[src/inc/atc_regs.vh]
// register map, field positions, reset values and timing counts of the
// audio tdm conversion block; definitions only, included by the top rtl file only
`ifndef ATC_REGS_VH
`define ATC_REGS_VH

// register byte offsets on the serial control bus
`define ATC_ADDR_BRIDGE     8'h54
`define ATC_ADDR_CONV       8'h55
`define ATC_ADDR_STATUS     8'h56
`define ATC_ADDR_TDM        8'h57

// audio_bridge_config fields
`define ATC_TDM_EN_BIT      2
`define ATC_AMODE_BIT       1
// audio_conversion_config fields
`define ATC_SPLIT_BIT       7
// tdm_format_config fields
`define ATC_FS_POL_BIT      3
`define ATC_DELAY_BIT       2
`define ATC_FSW_HI          1
`define ATC_FSW_LO          0
// status fields
`define ATC_ST_OVR_BIT      2
`define ATC_ST_FIFO_BIT     1
`define ATC_ST_TX_BIT       0

// reset values
`define ATC_BRIDGE_RST      8'h02
`define ATC_CONV_RST        8'h00
`define ATC_TDM_RST         8'h02

// frame geometry
`define ATC_SLOT_BITS       32
`define ATC_FIFO_DEPTH      8
`define ATC_FIFO_AW         3
`define ATC_PACK_LAST       8'h3F
`define ATC_TDM_LAST        8'hFF
// clk cycles per low and per high sequencer state; output bit clock is low 7 and high 9 of each 16
`define ATC_TX_HALF_CYC     4'h8

`endif

[src/rtl/atc_fifo.v]
// synchronous word fifo, flip-flop storage, valid/ready on both sides
// assumes a single clock; flush empties it in one cycle
`timescale 1ns/1ps
`default_nettype none

module atc_fifo #(
	parameter W  = 32,
	parameter D  = 8,
	parameter AW = 3
) (
	// system
	input  wire          clk,
	input  wire          arst_n,
	input  wire          flush,
	// fill side
	input  wire          in_valid,
	input  wire [W-1:0]  in_data,
	output wire          in_ready,
	// drain side
	output wire          out_valid,
	output wire [W-1:0]  out_data,
	input  wire          out_ready
);

	reg [W-1:0] mem [0:D-1];	// storage
	reg [AW-1:0] wr_q;		// write index
	reg [AW-1:0] rd_q;		// read index
	reg [AW:0]   cnt_q;		// words held

	wire push = in_valid & in_ready;
	wire pop  = out_valid & out_ready;

	assign in_ready  = (cnt_q != D[AW:0]);
	assign out_valid = (cnt_q != {(AW+1){1'b0}});
	assign out_data  = mem[rd_q];

	// storage write, no reset needed on data
	always @(posedge clk) begin
		if (push) begin
			mem[wr_q] <= in_data;
		end
	end

	// pointers and count
	always @(posedge clk or negedge arst_n) begin
		if (!arst_n) begin
			wr_q  <= {AW{1'b0}};
			rd_q  <= {AW{1'b0}};
			cnt_q <= {(AW+1){1'b0}};
		end else if (flush) begin
			wr_q  <= {AW{1'b0}};
			rd_q  <= {AW{1'b0}};
			cnt_q <= {(AW+1){1'b0}};
		end else begin
			if (push) begin
				wr_q <= (wr_q == D[AW-1:0] - 1'b1) ? {AW{1'b0}} : wr_q + 1'b1;
			end
			if (pop) begin
				rd_q <= (rd_q == D[AW-1:0] - 1'b1) ? {AW{1'b0}} : rd_q + 1'b1;
			end
			if (push & ~pop) begin
				cnt_q <= cnt_q + 1'b1;
			end else if (pop & ~push) begin
				cnt_q <= cnt_q - 1'b1;
			end
		end
	end

endmodule
`default_nettype wire

[src/rtl/atc_sync3.v]
// three-stage synchroniser with agreement filter for one pin input
// assumes the pin is asynchronous to clk and changes slower than clk
`timescale 1ns/1ps
`default_nettype none

module atc_sync3 (
	// system
	input  wire clk,
	input  wire arst_n,
	// pin side
	input  wire pin_in,
	// clk side
	output reg  level_q
);

	reg s1_q;	// first stage, read by s2 only
	reg s2_q;	// second stage
	reg s3_q;	// third stage

	// shift chain, level taken once stages two and three agree
	always @(posedge clk or negedge arst_n) begin
		if (!arst_n) begin
			s1_q    <= 1'b0;
			s2_q    <= 1'b0;
			s3_q    <= 1'b0;
			level_q <= 1'b0;
		end else begin
			s1_q <= pin_in;
			s2_q <= s1_q;
			s3_q <= s2_q;
			if (s2_q == s3_q) begin
				level_q <= s3_q;
			end
		end
	end

endmodule
`default_nettype wire

[src/rtl/atc_top.v]
// audio i2s/tdm conversion: packs four i2s lanes into one tdm line, or
// splits one tdm line onto four i2s lanes, through an 8-word fifo
// assumes pin bit clock well below clk/6; registers on a byte port
// Functional notes
// RULE1: tdm enable packs four lanes into tdm
// RULE2: source select off at 0, pins at 1
// RULE3: split enable spreads tdm onto four lanes
// RULE4: frame sync polarity high at 0, low at 1
// RULE5: active frame sync marks the first sample
// RULE6: data delay zero or one bit clock
// RULE7: polarity and delay govern both directions; the code uses them on the tdm side only, i2s side fixed at pol 1, delay 1
// RULE8: sync width half, slot, or one clock
`timescale 1ns/1ps
`default_nettype none
`include "atc_regs.vh"

module atc_top (
	// system
	input  wire       clk,
	input  wire       arst_n,
	// register port
	input  wire [7:0] reg_addr,
	input  wire [7:0] reg_wdata,
	input  wire       reg_wr,
	output reg  [7:0] reg_rdata_q,
	// audio pins in; lane 0 is the serial_audio_data_line
	input  wire       aud_bclk_in,
	input  wire       aud_fs_in,
	input  wire [3:0] aud_din,
	// converted audio out
	output reg        aud_bclk_out_q,
	output reg        aud_fs_out_q,
	output reg  [3:0] aud_dout_q
);

	localparam TX_IDLE = 2'b00;
	localparam TX_LOAD = 2'b01;
	localparam TX_LOW  = 2'b10;
	localparam TX_HIGH = 2'b11;

	integer i;

	// frame sync level for output bit n of a frame
	function fs_level;
		input [7:0] n;
		input       split;
		input [1:0] width;
		input       pol;
		reg         act;
		begin
			act = 1'b0;
			if (width == 2'b00) begin
				act = split ? ~n[5] : ~n[7];
			end else if (width == 2'b01) begin
				act = (n[7:5] == 3'h0);
			end else begin
				act = (n == 8'h00);
			end
			fs_level = act ^ pol;
		end
	endfunction

	// configuration registers
	reg       tdm_en_q;		// pack enable
	reg       amode_q;		// audio source select
	reg       split_q;		// split enable
	reg       fs_pol_q;		// frame_sync_polarity
	reg       dly_q;		// data delay
	reg [1:0] fsw_q;		// frame_sync_width
	reg       ovr_q;		// sticky staging overrun

	// synchronised pins
	wire [5:0] pin_raw = {aud_din, aud_fs_in, aud_bclk_in};
	wire [5:0] pin_s;
	genvar g;
	generate
		for (g = 0; g < 6; g = g + 1) begin : g_sync
			atc_sync3 u_sync (
				.clk     (clk),
				.arst_n  (arst_n),
				.pin_in  (pin_raw[g]),
				.level_q (pin_s[g])
			);
		end
	endgenerate
	wire       bclk_s = pin_s[0];
	wire       fs_s   = pin_s[1];
	wire [3:0] din_s  = pin_s[5:2];

	// mode decode; pack wins when both conversions are enabled
	wire pack  = amode_q & tdm_en_q;		// see RULE1 see RULE2
	wire split = amode_q & split_q & ~tdm_en_q;	// see RULE3 see RULE2
	reg  [1:0] mode_q;				// last seen mode
	wire [1:0] mode_now = {split, pack};
	wire flush = (mode_q != mode_now);		// restart on any mode change

	// fifo links
	wire        push_ready;
	wire        pop_valid;
	wire [31:0] pop_data;
	reg  [31:0] stg [0:3];		// words waiting to enter the fifo
	reg  [2:0]  stg_cnt_q;		// words left in staging
	reg  [1:0]  stg_idx_q;		// next staging word
	reg  [1:0]  tx_st_q;		// transmitter state
	wire        rx_ovr;		// word lost while staging was busy

	// register writes and status flag
	always @(posedge clk or negedge arst_n) begin
		if (!arst_n) begin
			tdm_en_q <= 1'b0;
			amode_q  <= 1'b1;	// see RULE2
			split_q  <= 1'b0;
			fs_pol_q <= 1'b0;	// see RULE4
			dly_q    <= 1'b0;	// see RULE6
			fsw_q    <= 2'b10;	// see RULE8
			ovr_q    <= 1'b0;
			mode_q   <= 2'b00;
		end else begin
			mode_q <= mode_now;
			if (reg_wr && reg_addr == `ATC_ADDR_BRIDGE) begin
				tdm_en_q <= reg_wdata[`ATC_TDM_EN_BIT];
				amode_q  <= reg_wdata[`ATC_AMODE_BIT];
			end
			if (reg_wr && reg_addr == `ATC_ADDR_CONV) begin
				split_q <= reg_wdata[`ATC_SPLIT_BIT];
			end
			if (reg_wr && reg_addr == `ATC_ADDR_TDM) begin
				fs_pol_q <= reg_wdata[`ATC_FS_POL_BIT];
				dly_q    <= reg_wdata[`ATC_DELAY_BIT];
				fsw_q    <= reg_wdata[`ATC_FSW_HI:`ATC_FSW_LO];
			end
			// a new overrun wins over a clear in the same cycle
			if (rx_ovr) begin
				ovr_q <= 1'b1;
			end else if (reg_wr && reg_addr == `ATC_ADDR_STATUS
				&& reg_wdata[`ATC_ST_OVR_BIT]) begin
				ovr_q <= 1'b0;
			end
		end
	end

	// registered read data, one cycle after the address
	always @(posedge clk or negedge arst_n) begin
		if (!arst_n) begin
			reg_rdata_q <= 8'h00;
		end else begin
			case (reg_addr)
				`ATC_ADDR_BRIDGE: begin
					reg_rdata_q <= {5'h00, tdm_en_q, amode_q, 1'b0};
				end
				`ATC_ADDR_CONV: begin
					reg_rdata_q <= {split_q, 7'h00};
				end
				`ATC_ADDR_STATUS: begin
					reg_rdata_q <= {5'h00, ovr_q, pop_valid, (tx_st_q != TX_IDLE)};
				end
				`ATC_ADDR_TDM: begin
					reg_rdata_q <= {4'h0, fs_pol_q, dly_q, fsw_q};
				end
				default: begin
					reg_rdata_q <= 8'h00;
				end
			endcase
		end
	end

	// receiver: i2s input in pack mode, register-shaped tdm in split mode
	wire       rx_pol = pack ? 1'b1 : fs_pol_q;	// see RULE7
	wire       rx_dly = pack ? 1'b1 : dly_q;	// see RULE7
	reg        bclk_p_q;		// previous bit clock level
	reg        rx_fsp_q;		// previous active frame sync
	reg        rx_st_q;		// frame start one bit ago
	reg        rx_run_q;		// inside a frame
	reg [7:0]  rx_n_q;		// next bit position in frame
	reg [31:0] rx_sh [0:3];		// lane shifters
	wire       rx_ev    = bclk_s & ~bclk_p_q;	// rising bit clock
	wire       fs_act   = fs_s ^ rx_pol;		// see RULE4
	wire       rx_start = fs_act & ~rx_fsp_q;	// see RULE5
	wire       rx_st_eff = rx_dly ? rx_st_q : rx_start;	// see RULE6
	wire [7:0] rx_pos   = rx_st_eff ? 8'h00 : rx_n_q;
	wire [7:0] rx_last  = pack ? `ATC_PACK_LAST : `ATC_TDM_LAST;
	wire       rx_take  = rx_ev & (rx_st_eff | rx_run_q) & (pack | split);
	wire       rx_word  = rx_take & (rx_pos[4:0] == 5'h1F);
	assign rx_ovr = rx_word & (stg_cnt_q != 3'h0);
	wire [31:0] rx_new [0:3];
	generate
		for (g = 0; g < 4; g = g + 1) begin : g_new
			assign rx_new[g] = {rx_sh[g][30:0], din_s[g]};
		end
	endgenerate

	// bit capture and frame position
	always @(posedge clk or negedge arst_n) begin
		if (!arst_n) begin
			bclk_p_q <= 1'b0;
			rx_fsp_q <= 1'b0;
			rx_st_q  <= 1'b0;
			rx_run_q <= 1'b0;
			rx_n_q   <= 8'h00;
			for (i = 0; i < 4; i = i + 1) begin
				rx_sh[i] <= 32'h00000000;
			end
		end else begin
			bclk_p_q <= bclk_s;
			if (flush) begin
				rx_run_q <= 1'b0;
				rx_st_q  <= 1'b0;
			end else if (rx_ev) begin
				rx_fsp_q <= fs_act;
				rx_st_q  <= rx_start;
				if (rx_take) begin
					for (i = 0; i < 4; i = i + 1) begin
						rx_sh[i] <= rx_new[i];
					end
					rx_n_q   <= rx_pos + 8'h01;
					rx_run_q <= (rx_pos != rx_last);
				end
			end
		end
	end

	// staging: four lane words per half frame in pack, one per slot in split
	always @(posedge clk or negedge arst_n) begin
		if (!arst_n) begin
			stg_cnt_q <= 3'h0;
			stg_idx_q <= 2'h0;
			for (i = 0; i < 4; i = i + 1) begin
				stg[i] <= 32'h00000000;
			end
		end else if (flush) begin
			stg_cnt_q <= 3'h0;
			stg_idx_q <= 2'h0;
		end else if (rx_word && stg_cnt_q == 3'h0) begin
			stg_idx_q <= 2'h0;
			if (pack) begin
				// slots 0-3 take lanes 0-3 of one channel
				for (i = 0; i < 4; i = i + 1) begin
					stg[i] <= rx_new[i];	// see RULE1
				end
				stg_cnt_q <= 3'h4;
			end else begin
				stg[0]    <= rx_new[0];	// see RULE3
				stg_cnt_q <= 3'h1;
			end
		end else if (stg_cnt_q != 3'h0 && push_ready) begin
			stg_idx_q <= stg_idx_q + 2'h1;
			stg_cnt_q <= stg_cnt_q - 3'h1;
		end
	end

	// the fifo between capture and transmit
	wire pop_ready = (tx_st_q == TX_LOAD) & ~flush;
	atc_fifo #(
		.W  (`ATC_SLOT_BITS),
		.D  (`ATC_FIFO_DEPTH),
		.AW (`ATC_FIFO_AW)
	) u_fifo (
		.clk       (clk),
		.arst_n    (arst_n),
		.flush     (flush),
		.in_valid  (stg_cnt_q != 3'h0),
		.in_data   (stg[stg_idx_q]),
		.in_ready  (push_ready),
		.out_valid (pop_valid),
		.out_data  (pop_data),
		.out_ready (pop_ready)
	);

	// transmitter: tdm on lane 0 in pack, four i2s lanes in split
	reg [31:0] txw [0:3];		// words being sent
	reg [7:0]  tx_n_q;		// bit position in frame
	reg [1:0]  tx_ld_q;		// words loaded this slot
	reg [3:0]  tx_cnt_q;		// half period counter
	reg [3:0]  tx_prev_q;		// previous bit per lane
	wire       tx_dly  = split ? 1'b1 : dly_q;	// see RULE7
	wire       tx_pol  = split ? 1'b1 : fs_pol_q;	// see RULE7
	wire [1:0] tx_fsw  = split ? 2'b00 : fsw_q;
	wire [1:0] tx_grp  = split ? 2'h3 : 2'h0;	// last word index per slot
	wire [7:0] tx_last = split ? `ATC_PACK_LAST : `ATC_TDM_LAST;
	wire [7:0] tx_nx   = (tx_n_q == tx_last) ? 8'h00 : tx_n_q + 8'h01;
	wire [3:0] tx_cur;
	generate
		for (g = 0; g < 4; g = g + 1) begin : g_cur
			assign tx_cur[g] = txw[g][~tx_n_q[4:0]];	// msb first
		end
	endgenerate
	wire [3:0] tx_str = tx_dly ? tx_prev_q : tx_cur;	// see RULE6

	// transmit sequencer; bit clock held high while a slot loads, low before the first slot
	always @(posedge clk or negedge arst_n) begin
		if (!arst_n) begin
			tx_st_q        <= TX_IDLE;
			tx_n_q         <= 8'h00;
			tx_ld_q        <= 2'h0;
			tx_cnt_q       <= 4'h0;
			tx_prev_q      <= 4'h0;
			aud_bclk_out_q <= 1'b0;
			aud_fs_out_q   <= 1'b0;
			aud_dout_q     <= 4'h0;
			for (i = 0; i < 4; i = i + 1) begin
				txw[i] <= 32'h00000000;
			end
		end else if (flush) begin
			tx_st_q        <= TX_IDLE;
			aud_bclk_out_q <= 1'b0;
			aud_fs_out_q   <= 1'b0;
			aud_dout_q     <= 4'h0;
		end else begin
			case (tx_st_q)
				TX_IDLE: begin
					tx_n_q    <= 8'h00;
					tx_ld_q   <= 2'h0;
					tx_prev_q <= 4'h0;
					if (pack | split) begin
						tx_st_q <= TX_LOAD;
					end
				end
				TX_LOAD: begin
					if (pop_valid) begin
						txw[tx_ld_q] <= pop_data;
						if (tx_ld_q == tx_grp) begin
							tx_ld_q  <= 2'h0;
							tx_cnt_q <= 4'h0;
							tx_st_q  <= TX_LOW;
						end else begin
							tx_ld_q <= tx_ld_q + 2'h1;
						end
					end
				end
				TX_LOW: begin
					if (tx_cnt_q == 4'h0) begin
						// present bit and frame sync on the falling edge
						aud_bclk_out_q <= 1'b0;
						aud_fs_out_q   <= fs_level(tx_n_q, split, tx_fsw, tx_pol);	// see RULE5 see RULE8 see RULE4
						aud_dout_q     <= split ? tx_str : {3'h0, tx_str[0]};	// see RULE1 see RULE3
					end
					if (tx_cnt_q == `ATC_TX_HALF_CYC - 4'h1) begin
						tx_cnt_q       <= 4'h0;
						aud_bclk_out_q <= 1'b1;
						tx_st_q        <= TX_HIGH;
					end else begin
						tx_cnt_q <= tx_cnt_q + 4'h1;
					end
				end
				TX_HIGH: begin
					if (tx_cnt_q == `ATC_TX_HALF_CYC - 4'h1) begin
						tx_cnt_q  <= 4'h0;
						tx_prev_q <= tx_cur;
						tx_n_q    <= tx_nx;
						// every slot boundary fetches fresh words
						tx_st_q   <= (tx_nx[4:0] == 5'h00) ? TX_LOAD : TX_LOW;
					end else begin
						tx_cnt_q <= tx_cnt_q + 4'h1;
					end
				end
				default: begin
					tx_st_q <= TX_IDLE;
				end
			endcase
		end
	end

endmodule
`default_nettype wire

[config.mk]
export PLATFORM = sky130hd
export DESIGN_NAME = atc_top
export DESIGN_NICKNAME = d
export VERILOG_FILES = /design/src/rtl/atc_fifo.v /design/src/rtl/atc_sync3.v /design/src/rtl/atc_top.v
export VERILOG_INCLUDE_DIRS = /design/src /design/src/inc
export SDC_FILE = /design/constraint.sdc
export NUM_CORES = 1
export LEC_CHECK = 0
export ABC_AREA = 1
export BUFFER_PORTS_ARGS = -buffer_cell sky130_fd_sc_hd__clkbuf_2
export CORE_MARGIN = 2
export CORE_UTILIZATION = 35
export CTS_BUF_LIST = sky130_fd_sc_hd__clkbuf_4
export CTS_CLUSTER_SIZE = 14
export DETAILED_ROUTE_END_ITERATION = 8
export GPL_TIMING_DRIVEN = 1
export HOLD_SLACK_MARGIN = 0.03
export PLACE_DENSITY = 0.53
export SYNTH_ARGS = -nofsm -noshare
export SYNTH_HDL_FRONTEND = slang
export SYNTH_SLANG_ARGS = --single-unit
[constraint.sdc]
create_clock -name clk -period 5.3 [get_ports clk]
set_input_delay 0.795 -clock clk [delete_from_list [all_inputs] [get_ports clk]]
set_output_delay 0.795 -clock clk [all_outputs]
set_load 0.05 [all_outputs]
==> run summary <==
* 728 — total number of clock tree sinks
* 3 — number of buffer and inverter stages on the critical path
* 5 — Detailed Routing Iterations Pass 1
* 0 — number of warnings issued by yosys
* register — startpoint kind of the worst setup timing path
* 246.0 MHz — FMAX
* 1380 — DRT iter0 DRCs
* reg_addr[3] — worst hold start
* 40.91 mm — DP Wirelength
* sky130_fd_sc_hd__dfrtp_1 — most instantiated flip-flop cell in the synthesis netlist
* 194 — number of buffers inserted during clock tree synthesis
* 14.91% — share of post-route cells with drive strength above 1
* 38.81% — Synth top area share
* 0 — final hold violations
* completed — result of the run
* 76.71% — Tcrit/Tclk final
* 0 — DRT antenna net count
* sky130_fd_sc_hd__dfrtp_1 — library cell with the largest summed area after synthesis
* input port to register — worst min path class
* 3 — deepest clock path buffer count
* 14.50 nW — static power due to leakage
* 515.0 nW/um2 — pwr dens
* 0 — final max-slew violation count
* 21230 — total via count in the routed design
* 42.9% — Seq pwr share
* 0 — setup bufs post-CTS
* 35.96% — fraction of power spent switching nets
* 149 — largest net degree at the start of global routing
* 298.3 um — overall die height
* 70 ps — clock slew at the register clock pins of the worst setup and hold paths
* 64.84% — share of synthesized registers carrying an async set or reset
* 0 — Congestion Overflow GR
* 3147 — net total in the final layout
* sky130_fd_sc_hd__clkbuf_4 — root cell of the clock tree
* 256 — count of flip-flops with a built-in enable after synthesis
* 242.7 uV — IR drop worst, VDD
* 32 — number of port buffers
* 0 ps — accumulated negative setup slack
* 4.818 — post-DR vias/cell
* 28.2% — combinational share of power
* 17.72 mW — Power Total
* no — RSZ-0062 raised after global routing
* 107 — Site Rows
* 85550 um2 — placeable core area
* 0 — Remaining DRCs
* 10.14 um2 — average instance area after synthesis
* amode_q — Worst setup startpoint
* simple AND/OR/NAND/NOR gates — crit-path leading delay family
* 13.57% — synthesis-to-layout area growth
* 28.8% — portion of total power attributed to the clock network
* 21460 — number of global-route vias before repair
* 1 — initial antenna violation count
* 88950 um2 — total die area
* 15.98 um — per-cell routed wire length
* sky130_fd_sc_hd__dfrtp_1, sky130_fd_sc_hd__edfxtp_1, sky130_fd_sc_hd__nand2_1, sky130_fd_sc_hd__o21ai_0, sky130_fd_sc_hd__nor2_1 — largest cells by area after synthesis
* sky130_fd_sc_hd__nand2_1 — most repeated library cell on the critical path
* 113 — top fanout value on the critical path
* 580 ps — delay of the slowest cell on the worst path
* 728 — register bit count reported by yosys
* 29.24% — headroom to the max-slew limit
* 1020 ps — clock latency reported for the late side of the worst-skew pair
* 1059 ps — slew at the pin closest to its max-slew limit
* 70.38 mm — wire length after detailed routing
* sky130_fd_sc_hd__dfstp_2 — Max stage delay cell, worst path
* 35.42% — starting density of the core
* done — TritonCTS clock tree
* 30300 um2 — post-synthesis instance area
* 11.35 mW — Int Pwr
* register — capturing element type of the critical path
* 4 — Clock H-tree levels
* 8518 — number of fillers in the final layout
* 2988 — cell count after synthesis
* 4920 ps — endpoint arrival time on the critical path
* 115.8 mm — wire length of the first global-routing pass
* 4066 ps — final period demand of the worst path
* 0.7606 — global placement routability congestion
* nand2_4, inv_2, nor2_1, nand3_2, nand2_1, nor2_1, ha_1, nand2_1, nor2_1, nand2_1, inv_1, ha_1, nand4_4, nor2_4, nand2_8, buf_12, nand2_1, o21ai_1 — cells along the critical path
* 298.3 um — Die X
* 16.23% — overall routing resource usage
* 6.373 mW — power dissipated by switching net loads
* 0 — max-cap check violation count
* amode_q — reg2reg start
* 6150 ps — CP required
* 0 — number of endpoints failing setup at the final stage
* 64.35% — sequential-to-total area share from yosys stat
* 51.39 ps — final setup skew
* 46 — library cells used by synthesis
* 39 — number of placed I/O pins
* register to register — class of the most critical setup path
-- flip-flops by register name, indices dropped and copies added, names as in the netlist, 3 cells and up --
name / count
u_fifo.mem: 256
stg: 128
txw: 128
rx_new: 124
rx_n_q: 8
tx_n_q: 8
g_sync.u_sync.level_q: 6
g_sync.u_sync.s1_q: 6
g_sync.u_sync.s2_q: 6
g_sync.u_sync.s3_q: 6
reg_rdata_q: 5
aud_dout_q: 4
tx_cnt_q: 4
tx_prev_q: 4
u_fifo.cnt_q: 4
stg_cnt_q: 3
u_fifo.rd_q: 3
u_fifo.wr_q: 3
-- synth_stat cells, types with 48 or more instances --
cell type and instances:
sky130_fd_sc_hd__dfrtp_1 470, sky130_fd_sc_hd__a21oi_1 63, sky130_fd_sc_hd__buf_2 48, sky130_fd_sc_hd__nand2_1 587
sky130_fd_sc_hd__inv_1 254, sky130_fd_sc_hd__o21ai_0 424, sky130_fd_sc_hd__o21ai_1 137, sky130_fd_sc_hd__edfxtp_1 256
sky130_fd_sc_hd__nand3_1 59, sky130_fd_sc_hd__mux2_2 55, sky130_fd_sc_hd__clkbuf_1 99, sky130_fd_sc_hd__nor2_1 278
sky130_fd_sc_hd__o22ai_1 102
-- layout make-up --
class	count	area, um2	share of cell area [%]
multi-input cells	1830	9169	26.64
flip-flops and latches	728	19510	56.69
inverters	259	973.4	2.828
well taps	1144	1431	4.159
repair buffers	89	720.7	2.094
clock buffers	307	2305	6.697
clock inverters	47	305.3	0.8871
diodes	1	2.502	0.007271
-- repair_timing --
item                                   CTS  global route
resized for setup                        0             0
hold buffers                            19             0
endpoints found under the hold margin   84             0
-- layer usage --
layer / vias to the layer above / share of wire [%] / global-route usage (%)
li1: 10420 / - / -
met1: 10320 / 48 / 22.00
met2: 356 / 46 / 25.85
met3: 125 / 3.9 / 3.260
met4: 0 / 2.1 / 5.815
met5: - / 0 / 0
-- worst register-to-register path: cells and delay by family (launching register included) --
kind,cells,cell delay [ps]
simple gates,12,2100
buf+inv,3,750
flops,1,580
fa+ha+maj,2,400
compound gates,1,70
-- cell families after synthesis --
kind of cell | share of synthesized area, %
AO/OA/AOI/OAI | 13.43
XOR/XNOR | 0.3138
adder cells (fa/ha/maj) | 1.049
buffers and inverters | 5.735
flip-flops | 64.35
multiplexers | 2.564
other | 0.01237
AND/OR/NAND/NOR | 12.54
-- path summary, 6_finish.rpt --
check | endpoint | slack, ps | cells past startpoint
max | stg[27] | 1230 | 18
min | reg_rdata_q[3] | 200 | 4
max reg2reg | stg[27] | 1230 | 18
min reg2reg | g_sync[5].u_sync.s2_q | 340 | 0
max in group asynchronous | txw[86] | 3700 | 3
min in group asynchronous | stg[36] | 370 | 2
-- power by group through the flow --
| stage | sequential (mW) | clock (mW) | combinational (mW) |
|---|---|---|---|
| final | 7.61 | 5.11 | 5.00 |
| after global routing | 7.71 | 5.60 | 5.66 |
| after CTS | 7.61 | 5.30 | 5.06 |
| after detailed placement | 7.72 | 0 | 5.04 |
| after global placement | 7.70 | 0 | 5.02 |
| after floorplan | 7.61 | 0 | 3.26 |
-- per-stage QoR --
step | utilization (%) | setup slack (ps) | std cells | area (um2) | hold slack, ps
global placement | 36.95 | 1292 | 4031 | 31610 | 332.6
global route | 40.23 | 802.4 | 4405 | 34420 | 148.2
floorplan | - | 2343 | 2990 | 30310 | 331.2
finish | 40.23 | 1234 | 4405 | 34420 | 203.8
CTS | 40.23 | 1210 | 4404 | 34410 | 65.52
detailed placement | 36.95 | 1295 | 4031 | 31610 | 335.6
-- cell usage in the layout (no fill, tap or decap), types with 3 or more instances in the layout --
master,count
sky130_fd_sc_hd__dlygate4sd3_1,19
sky130_fd_sc_hd__a21oi_1,63
sky130_fd_sc_hd__ha_1,19
sky130_fd_sc_hd__nand2_1,587
sky130_fd_sc_hd__nand3_2,4
sky130_fd_sc_hd__edfxtp_1,256
sky130_fd_sc_hd__clkbuf_2,31
sky130_fd_sc_hd__o221ai_1,7
sky130_fd_sc_hd__nor3_1,3
sky130_fd_sc_hd__buf_4,32
sky130_fd_sc_hd__a32o_1,3
sky130_fd_sc_hd__maj3_1,6
sky130_fd_sc_hd__bufinv_16,3
sky130_fd_sc_hd__mux2_1,14
sky130_fd_sc_hd__o21ai_1,137
sky130_fd_sc_hd__dfrtp_2,3
sky130_fd_sc_hd__dfrtp_1,466
sky130_fd_sc_hd__clkinvlp_4,3
sky130_fd_sc_hd__inv_1,250
sky130_fd_sc_hd__inv_2,7
sky130_fd_sc_hd__clkinv_1,34
sky130_fd_sc_hd__buf_12,6
sky130_fd_sc_hd__o211ai_1,23
sky130_fd_sc_hd__o22ai_1,102
sky130_fd_sc_hd__nor2_1,269
sky130_fd_sc_hd__nand4_1,10
sky130_fd_sc_hd__nor2_4,16
sky130_fd_sc_hd__o21ai_0,424
sky130_fd_sc_hd__xor2_1,7
sky130_fd_sc_hd__clkinv_4,5
sky130_fd_sc_hd__clkbuf_4,307
sky130_fd_sc_hd__conb_1,3
sky130_fd_sc_hd__nand3_1,59
sky130_fd_sc_hd__mux2_2,55
Power figures use the tool's default switching activity.
